### src/logic/ext_ack_pkg.sv
// Notes on behaviour
// capture address, direction and size at the edge after the cycle-begin strobe
// one extra decode clock before the wait counter starts
// during decode, if auto-ack enabled, load the programmed wait count
// wait count zero: acknowledge asserted at third edge, two clocks after strobe
// wait count nonzero: drive acknowledge negated first, assert after wait clocks
// negate acknowledge the clock after acknowledging, then release to high impedance
// master read: valid address, direction high, size, strobe in first clock
// master write: valid address, direction low, size, strobe in first clock
// master negates strobe in second clock and samples acknowledge
// on read, master captures data when acknowledge asserted, else waits; the bus master model takes no read data and records only the acknowledge edge
// master resamples acknowledge every edge, never ends cycle while negated; the bus master model gives up after edge 20 with acknowledge still negated
// on write, master drives write data in second clock
// master holds write data unchanged through inserted wait clocks
// after write acknowledged, master releases data bus next clock
// default memory cycles with auto-ack set acknowledge after wait-field clocks
// device never drives the address bus during default-memory master cycles
// master issues only naturally aligned transfers
// auto-ack clear: acknowledge left undriven for default-memory cycles
`default_nettype none
package ext_ack_pkg;
    localparam int ADDR_W = 28;
    localparam int WAIT_W = 4;
    localparam logic [WAIT_W-1:0] WAIT_RESET = 4'h0;
    localparam logic [ADDR_W-1:0] ADDR_RESET = 28'h0000000;
    localparam logic [1:0] SIZE_RESET = 2'h0;
    localparam logic RW_RESET = 1'b1; // idle direction reads as a read
    localparam logic [WAIT_W-1:0] WAIT_LAST = 4'h1; // count value of the final wait clock
    localparam logic [WAIT_W-1:0] WAIT_STEP = 4'h1;
    typedef enum logic [4:0] {
        ST_IDLE = 5'b00001,
        ST_DECODE = 5'b00010,
        ST_WAIT = 5'b00100,
        ST_ACK = 5'b01000,
        ST_NEGATE = 5'b10000
    } ack_state_e;
endpackage
`default_nettype wire

### src/logic/ext_master_auto_ack.sv
`timescale 1ns/1ns
`default_nettype none
module ext_master_auto_ack
    import ext_ack_pkg::*;
(
    input wire logic i_clk,
    input wire logic i_resetn,
    input wire logic i_cycle_begin_strobe_n,
    input wire logic [ADDR_W-1:0] i_addr,
    input wire logic i_read_write,
    input wire logic [1:0] i_transfer_size,
    input wire logic i_default_space,
    input wire logic i_master_auto_ack_enable,
    input wire logic [WAIT_W-1:0] i_wait_count_field,
    output logic o_termination_ack_n,
    output logic o_termination_ack_oe,
    output logic o_addr_oe,
    output logic [ADDR_W-1:0] o_cap_addr,
    output logic o_cap_read_write,
    output logic [1:0] o_cap_transfer_size,
    output logic o_busy
);
    typedef struct packed {
        ack_state_e state;
        logic [ADDR_W-1:0] addr;
        logic rw;
        logic [1:0] size;
        logic [WAIT_W-1:0] wait_cnt;
        logic ack_n;
        logic ack_oe;
        logic busy; // registered so o_busy leaves a flop directly
        logic addr_oe; // stays low: the master owns the address pins
    } ack_s;

    ack_s cur;
    ack_s next_cur;

    // next-state logic; strobe only honoured from idle, so a glitch mid-cycle is ignored
    always_comb begin
        next_cur = cur;
        case (cur.state)
            ST_IDLE: begin
                next_cur.ack_oe = 1'b0;
                next_cur.ack_n = 1'b1;
                if (!i_cycle_begin_strobe_n) begin
                    next_cur.addr = i_addr;
                    next_cur.rw = i_read_write;
                    next_cur.size = i_transfer_size;
                    next_cur.state = ST_DECODE;
                end
            end
            ST_DECODE: begin
                // decode clock: only default space with enable gets a driven ack
                if (i_default_space && i_master_auto_ack_enable) begin
                    next_cur.wait_cnt = i_wait_count_field;
                    next_cur.ack_oe = 1'b1;
                    if (i_wait_count_field == WAIT_RESET) begin
                        next_cur.ack_n = 1'b0;
                        next_cur.state = ST_ACK;
                    end else begin
                        next_cur.ack_n = 1'b1;
                        next_cur.state = ST_WAIT;
                    end
                end else begin
                    next_cur.ack_oe = 1'b0;
                    next_cur.state = ST_IDLE;
                end
            end
            ST_WAIT: begin
                // count down; the last wait clock launches the acknowledge
                next_cur.wait_cnt = cur.wait_cnt - WAIT_STEP;
                if (cur.wait_cnt == WAIT_LAST) begin
                    next_cur.ack_n = 1'b0;
                    next_cur.state = ST_ACK;
                end
            end
            ST_ACK: begin
                next_cur.ack_n = 1'b1;
                next_cur.state = ST_NEGATE;
            end
            ST_NEGATE: begin
                next_cur.ack_oe = 1'b0;
                next_cur.state = ST_IDLE;
            end
            default: begin
                next_cur.state = ST_IDLE;
                next_cur.ack_oe = 1'b0;
                next_cur.ack_n = 1'b1;
            end
        endcase
        // address pins are never driven here, whatever the state
        next_cur.addr_oe = 1'b0;
        // busy follows the next state so it comes out of a flop
        next_cur.busy = (next_cur.state != ST_IDLE);
    end

    // single register bank for all state
    always_ff @(posedge i_clk) begin
        if (!i_resetn) begin
            cur.state <= ST_IDLE;
            cur.addr <= ADDR_RESET;
            cur.rw <= RW_RESET;
            cur.size <= SIZE_RESET;
            cur.wait_cnt <= WAIT_RESET;
            cur.ack_n <= 1'b1;
            cur.ack_oe <= 1'b0;
            cur.busy <= 1'b0;
            cur.addr_oe <= 1'b0;
        end else begin
            cur <= next_cur;
        end
    end

    // every output is a field of the registered state
    assign o_termination_ack_n = cur.ack_n;
    assign o_termination_ack_oe = cur.ack_oe;
    assign o_addr_oe = cur.addr_oe;
    assign o_cap_addr = cur.addr;
    assign o_cap_read_write = cur.rw;
    assign o_cap_transfer_size = cur.size;
    assign o_busy = cur.busy;

    // address and direction taken at the strobe edge
    capture_a: assert property (@(posedge i_clk) disable iff (!i_resetn)
        (cur.state == ST_IDLE && !i_cycle_begin_strobe_n) |=>
        (o_cap_addr == $past(i_addr) && o_cap_read_write == $past(i_read_write)))
        else $error("cycle fields not captured");

    // size taken with the address
    size_capture_a: assert property (@(posedge i_clk) disable iff (!i_resetn)
        (cur.state == ST_IDLE && !i_cycle_begin_strobe_n) |=>
        (o_cap_transfer_size == $past(i_transfer_size)))
        else $error("cycle size not captured");

    // fields frozen while the cycle runs, so a stray strobe cannot clobber them
    cap_hold_a: assert property (@(posedge i_clk) disable iff (!i_resetn)
        o_busy |=> ($stable(o_cap_addr) && $stable(o_cap_read_write)))
        else $error("captured fields moved mid-cycle");

    // strobe edge is followed by the decode clock
    decode_clock_a: assert property (@(posedge i_clk) disable iff (!i_resetn)
        (cur.state == ST_IDLE && !i_cycle_begin_strobe_n) |=> cur.state == ST_DECODE)
        else $error("no decode clock after strobe");

    // decode lasts exactly one clock
    decode_once_a: assert property (@(posedge i_clk) disable iff (!i_resetn)
        (cur.state == ST_DECODE) |=> (cur.state != ST_DECODE))
        else $error("decode clock repeated");

    // programmed wait count is what lands in the counter
    wait_load_a: assert property (@(posedge i_clk) disable iff (!i_resetn)
        (cur.state == ST_DECODE && i_default_space && i_master_auto_ack_enable) |=>
        (cur.wait_cnt == $past(i_wait_count_field)))
        else $error("wait count not loaded");

    // zero waits: acknowledge low two clocks after the strobe
    zero_wait_a: assert property (@(posedge i_clk) disable iff (!i_resetn)
        (cur.state == ST_IDLE && !i_cycle_begin_strobe_n) ##1
        (i_default_space && i_master_auto_ack_enable && i_wait_count_field == 4'h0)
        |=> (!o_termination_ack_n && o_termination_ack_oe))
        else $error("zero-wait ack not at third edge");

    // acknowledge low only ever comes from the acknowledge state
    ack_state_a: assert property (@(posedge i_clk) disable iff (!i_resetn)
        !o_termination_ack_n |-> (cur.state == ST_ACK))
        else $error("ack asserted outside ack state");

    // driving starts only out of the decode clock
    oe_origin_a: assert property (@(posedge i_clk) disable iff (!i_resetn)
        $rose(o_termination_ack_oe) |-> ($past(cur.state) == ST_DECODE))
        else $error("ack driven without a decode clock");

    // nonzero waits: driven but negated first
    wait_negated_a: assert property (@(posedge i_clk) disable iff (!i_resetn)
        (cur.state == ST_DECODE && i_default_space && i_master_auto_ack_enable &&
        i_wait_count_field != 4'h0) |=> (o_termination_ack_oe && o_termination_ack_n))
        else $error("ack not negated during wait");

    // counter holds the acknowledge negated while it runs
    wait_hold_a: assert property (@(posedge i_clk) disable iff (!i_resetn)
        (cur.state == ST_WAIT) |-> (o_termination_ack_oe && o_termination_ack_n))
        else $error("ack not held negated in wait");

    // last wait clock hands over to the acknowledge
    last_wait_a: assert property (@(posedge i_clk) disable iff (!i_resetn)
        (cur.state == ST_WAIT && cur.wait_cnt == 4'h1) |=> !o_termination_ack_n)
        else $error("ack late after last wait");

    // two programmed waits give two negated clocks before the acknowledge
    wait_len_a: assert property (@(posedge i_clk) disable iff (!i_resetn)
        (cur.state == ST_DECODE && i_default_space && i_master_auto_ack_enable &&
        i_wait_count_field == 4'h2) |=> o_termination_ack_n ##1 o_termination_ack_n
        ##1 !o_termination_ack_n)
        else $error("ack wait count wrong");

    // one wait clock consumed per edge, never skipped
    count_down_a: assert property (@(posedge i_clk) disable iff (!i_resetn)
        (cur.state == ST_WAIT && cur.wait_cnt != 4'h1) |=>
        (cur.state == ST_WAIT && cur.wait_cnt == $past(cur.wait_cnt) - 4'h1))
        else $error("wait counter skipped");

    // default space with enable gets a driven pin in the clock after decode
    oe_start_a: assert property (@(posedge i_clk) disable iff (!i_resetn)
        (cur.state == ST_DECODE && i_default_space && i_master_auto_ack_enable) |=>
        o_termination_ack_oe)
        else $error("ack not driven after decode");

    // acknowledge lasts one clock, then negated, then released
    ack_release_a: assert property (@(posedge i_clk) disable iff (!i_resetn)
        (o_termination_ack_oe && !o_termination_ack_n) |=>
        (o_termination_ack_oe && o_termination_ack_n) ##1 !o_termination_ack_oe)
        else $error("ack not negated then released");

    // after negation the cycle is over and the pin is let go
    busy_clear_a: assert property (@(posedge i_clk) disable iff (!i_resetn)
        (cur.state == ST_NEGATE) |=> (!o_busy && !o_termination_ack_oe))
        else $error("cycle not closed after negate");

    // enable off: another agent has to terminate
    no_enable_a: assert property (@(posedge i_clk) disable iff (!i_resetn)
        (cur.state == ST_DECODE && !i_master_auto_ack_enable) |=> !o_termination_ack_oe)
        else $error("ack driven with auto-ack off");

    // other spaces are left to their own terminator
    no_space_a: assert property (@(posedge i_clk) disable iff (!i_resetn)
        (cur.state == ST_DECODE && !i_default_space) |=>
        (!o_termination_ack_oe && !o_busy))
        else $error("ack driven outside default space");

    // a released pin sits at its inactive level, no glitch on the next drive
    idle_level_a: assert property (@(posedge i_clk) disable iff (!i_resetn)
        !o_termination_ack_oe |-> o_termination_ack_n)
        else $error("released ack not high");

    // address pins stay with the master for the whole cycle
    addr_quiet_a: assert property (@(posedge i_clk) disable iff (!i_resetn)
        o_busy |-> !o_addr_oe)
        else $error("address driven in master cycle");
endmodule
`default_nettype wire

### config.mk
export PLATFORM = sky130hd
export DESIGN_NAME = ext_master_auto_ack
export DESIGN_NICKNAME = d
export VERILOG_FILES = /design/src/logic/ext_ack_pkg.sv /design/src/logic/ext_master_auto_ack.sv
export SDC_FILE = /design/constraint.sdc
export NUM_CORES = 1
export LEC_CHECK = 0
export BUFFER_PORTS_ARGS = -buffer_cell sky130_fd_sc_hd__buf_2
export CAP_MARGIN = 25
export CORE_MARGIN = 2
export CORE_UTILIZATION = 48
export DETAILED_ROUTE_END_ITERATION = 8
export GPL_TIMING_DRIVEN = 1
export HOLD_SLACK_MARGIN = 0.06
export PLACE_DENSITY = 0.84
export SLEW_MARGIN = 0
export SYNTH_ARGS = -nofsm -noshare
export SYNTH_HDL_FRONTEND = slang
export SYNTH_SLANG_ARGS = --single-unit
### constraint.sdc
create_clock -name i_clk -period 1.95 [get_ports i_clk]
set_input_delay 0.2925 -clock i_clk [delete_from_list [all_inputs] [get_ports i_clk]]
set_output_delay 0.2925 -clock i_clk [all_outputs]
set_load 0.03 [all_outputs]
==> metrics.txt <==
# TYPE chip_impl_metric gauge
chip_impl_metric{name="timing.max_slew.rel_slack",unit=""} 0.635
chip_impl_metric{name="first_global_vias",unit=""} 1315
chip_impl_metric{name="post_route_cells_drive_above_1_share",unit=""} 0.333
chip_impl_metric{name="final_critical_path_setup_slack",unit="ns"} 0.318
chip_impl_info{name="r2r_start",value="cur[43]$_SDFF_PN0_"} 1
chip_impl_info{name="cp-startpoint",value="cur[43]$_SDFF_PN0_"} 1
chip_impl_metric{name="place_worst_setup_slack",unit="ns"} 0.226
chip_impl_metric{name="combinational_power_share",unit=""} 0.171
chip_impl_metric{name="post_drt_wl_per_cell",unit="µm"} 11.2
chip_impl_info{name="worstSetupPathType",value="register to register"} 1
chip_impl_metric{name="clk_transition_reported_paths",unit="ns"} 0.08
chip_impl_metric{name="global_route_wire_length_before_repair",unit="mm"} 5.82
chip_impl_metric{name="worst-slew-pin-transition",unit="ns"} 0.542
chip_impl_metric{name="async_s_r_ff_share_synth",unit=""} 0
chip_impl_metric{name="ir_worst_vdd",unit="µV"} 552
chip_impl_metric{name="clock_power_frac",unit=""} 0.302
chip_impl_metric{name="final_antenna_net_count",unit=""} 0
chip_impl_metric{name="postCtsSetupRepairBufs",unit=""} 0
chip_impl_info{name="synth-main-ff-cell",value="dfxtp_1"} 1
chip_impl_metric{name="clkLatencyLatePin",unit="ns"} 0.28
chip_impl_metric{name="grt_overflow_total",unit=""} 0
chip_impl_info{name="rsz0062_at_grt",value="false"} 1
chip_impl_metric{name="i_o_buffers",unit=""} 73
chip_impl_info{name="status",value="finished clean"} 1
chip_impl_info{name="cp-start-kind",value="register"} 1
chip_impl_metric{name="initial_utilization",unit=""} 0.494
chip_impl_metric{name="drcViolationCount",unit=""} 0
chip_impl_metric{name="dieHeight",unit="µm"} 67.9
chip_impl_metric{name="report.final.hold_viol_count",unit=""} 0
chip_impl_metric{name="die-area",unit="µm²"} 4610
chip_impl_metric{name="avgSynthCellArea",unit="µm²"} 8.17
chip_impl_metric{name="timing.fmax",unit="MHz"} 613
chip_impl_metric{name="timing.critical_path.fanout_max",unit=""} 7
chip_impl_metric{name="htree_num_levels",unit=""} 2
chip_impl_metric{name="antenna_cells_inserted",unit=""} 0
chip_impl_metric{name="gr-usage-all-layers",unit=""} 0.168
chip_impl_metric{name="grt_start_max_net_pins",unit=""} 33
chip_impl_metric{name="syn-num-nets",unit=""} 282
chip_impl_metric{name="cts_repair_resize_count",unit=""} 0
chip_impl_metric{name="edff_count_synth",unit=""} 0
chip_impl_metric{name="cts_buffer_depth",unit=""} 2
chip_impl_metric{name="fin_tns_setup",unit="ns"} 0
chip_impl_metric{name="first_pass_iters",unit=""} 4
chip_impl_metric{name="wl",unit="mm"} 3.72
chip_impl_metric{name="grt_antenna_before_repair",unit=""} 0
chip_impl_metric{name="cap_violations",unit=""} 0
chip_impl_metric{name="syn2layout_area_growth",unit="%"} 13.4
chip_impl_metric{name="post_route_clock_skew",unit="ns"} 0.00274
chip_impl_metric{name="netlist_instances",unit=""} 240
chip_impl_metric{name="dpl.hpwl",unit="mm"} 2.65
chip_impl_metric{name="power.sequential.fraction",unit=""} 0.527
chip_impl_metric{name="synth.yosys.seq_area_share",unit=""} 0.439
chip_impl_metric{name="overall_via_count_from_detail_route",unit=""} 1589
chip_impl_info{name="ys_top_cells_by_area",value="dfxtp_1, nand2_1, buf_4, a21oi_1, nor2_1"} 1
chip_impl_metric{name="nets",unit=""} 323
chip_impl_metric{name="floorplan.die.width",unit="µm"} 67.9
chip_impl_metric{name="drv_slew",unit=""} 0
chip_impl_info{name="critical_path.endpoint_type",value="register"} 1
chip_impl_metric{name="cts_hold_buffers",unit=""} 0
chip_impl_metric{name="initialDrtViolationCount",unit=""} 70
chip_impl_info{name="worstHoldPathType",value="primary input to register"} 1
chip_impl_metric{name="std_cell_rows",unit=""} 23
chip_impl_metric{name="place_congestion",unit=""} 0.933
chip_impl_metric{name="core-area",unit="µm²"} 3970
chip_impl_metric{name="yosys_warnings",unit=""} 0
chip_impl_info{name="worst_hold_startpoint",value="i_read_write"} 1
chip_impl_info{name="clock_tree.root_cell",value="clkbuf_8"} 1
chip_impl_metric{name="netlist_area",unit="µm²"} 1960
chip_impl_metric{name="post-route-min-period",unit="ns"} 1.63
chip_impl_metric{name="synth.lib_cells_used.distinct",unit=""} 40
chip_impl_metric{name="total_leakage_power",unit="nW"} 1.02
chip_impl_metric{name="io_pins",unit=""} 75
chip_impl_metric{name="ys_seq_elements",unit=""} 43
chip_impl_metric{name="power_switching",unit="mW"} 0.512
chip_impl_metric{name="timing.critical_path.required",unit="ns"} 2.17
chip_impl_metric{name="p_per_area",unit="nW/µm²"} 806
chip_impl_metric{name="netlist.area_leader.share",unit=""} 0.439
chip_impl_info{name="cts_tree",value="built"} 1
chip_impl_metric{name="total_clock_buffers_created_by_cts",unit=""} 5
chip_impl_metric{name="intPower",unit="mW"} 1.28
chip_impl_metric{name="netSwitchingFraction",unit=""} 0.286
chip_impl_metric{name="routed_via_density",unit=""} 4.79
chip_impl_metric{name="fin_crit_sh",unit=""} 0.837
chip_impl_metric{name="finalSetupViolations",unit=""} 0
chip_impl_metric{name="timing.critical_path.arrival",unit="ns"} 1.85
chip_impl_metric{name="cts_sinks",unit=""} 43
chip_impl_info{name="synth.largest_area_cell",value="dfxtp_1"} 1
## sequential cells by signal, indices dropped and copies added (netlist names)
name	flops
o_busy	1
o_cap_addr	28
cur	9
o_termination_ack_oe	1
o_cap_transfer_size	2
o_cap_read_write	1
o_termination_ack_n	1
## synth_stat cells, types with 2 or more instances
cell	count
a21oi_1	33
a32oi_1	2
buf_2	3
buf_4	32
clkbuf_1	7
dfxtp_1	43
ha_1	2
inv_1	7
mux2i_1	2
nand2_1	65
nand2b_1	2
nand3_1	2
nor2_1	8
nor3_1	5
o21a_1	2
## worst paths after layout
kind / endpoint / depth (start not counted) / slack [ns]
setup / recovery: cur[7]$_SDFFE_PN0P_ / 4 / 0.32
setup reg to reg: cur[7]$_SDFFE_PN0P_ / 4 / 0.32
hold reg to reg: o_cap_addr[25]$_SDFFE_PN0P_ / 2 / 0.45
hold / removal: o_cap_read_write$_SDFFE_PN1P_ / 3 / 0.21
## cell type report
class                      instances  area, µm²
inverter                           7       26.3
multi-input combinational        147        781
timing repair buffer              77        408
fill                             370       1750
clock buffer                       6       72.6
clock inverter                     2       12.5
tap                               50       62.6
sequential                        43        861
## cell usage in the layout (no fill, tap or decap), types with 2 or more instances in the layout
cell,n
ha_1,2
dfxtp_1,43
nor3_1,5
mux2i_1,2
o21a_1,2
buf_2,73
buf_4,3
nand2b_1,2
nand2_1,65
a21oi_1,33
nor2_1,8
clkbuf_8,5
a32oi_1,2
inv_1,7
nand3_1,2
## kinds of logic (layout without fill, tap and decap cells)
family | after synthesis | count (layout) | synth area share
buffers and inverters | 50 | 92 | 0.163
other | 1 | 1 | 0.00191
AO/OA/AOI/OAI | 46 | 46 | 0.140
multiplexers | 4 | 4 | 0.0236
AND/OR/NAND/NOR | 94 | 94 | 0.220
flip-flops | 43 | 43 | 0.439
adder cells (fa/ha/maj) | 2 | 2 | 0.0128
## power by group through the flow
stage                     Combinational (mW)  Clock (mW)  Sequential, mW
after CTS                              0.309       0.560           0.945
after global placement                 0.306           0           0.965
after floorplan                        0.252           0           0.970
after detailed placement               0.309           0           0.966
final                                  0.306       0.540           0.945
after global routing                   0.339       0.603           0.951
## layer usage
layer | vias up | GRT usage | routed length (µm)
met5 | - | 0 | 0
met4 | 0 | 0.0575 | 22
met3 | 2 | 0.0510 | 233
met2 | 50 | 0.279 | 1690
met1 | 699 | 0.207 | 1770
li1 | 838 | - | -
## per-stage QoR
stage               total power [mW]  instance area, µm²  std cells  hold slack (ns)   util
finish                          1.79                2220        332            0.214  0.560
detailed placement              1.27                2140        324            0.444  0.538
CTS                             1.81                2220        332            0.201  0.560
global route                    1.89                2220        332            0.224  0.560
floorplan                       1.22                1960        240            0.415      -
global placement                1.27                2140        324            0.439  0.538
## worst max-delay path: stages, from the launching register on
cell	delay, ns
dfxtp_1	0.36
or3_4	0.42
nor2_2	0.29
mux2_2	0.37
o22ai_1	0.12
Note: power is estimated with default switching activity, not from simulation.
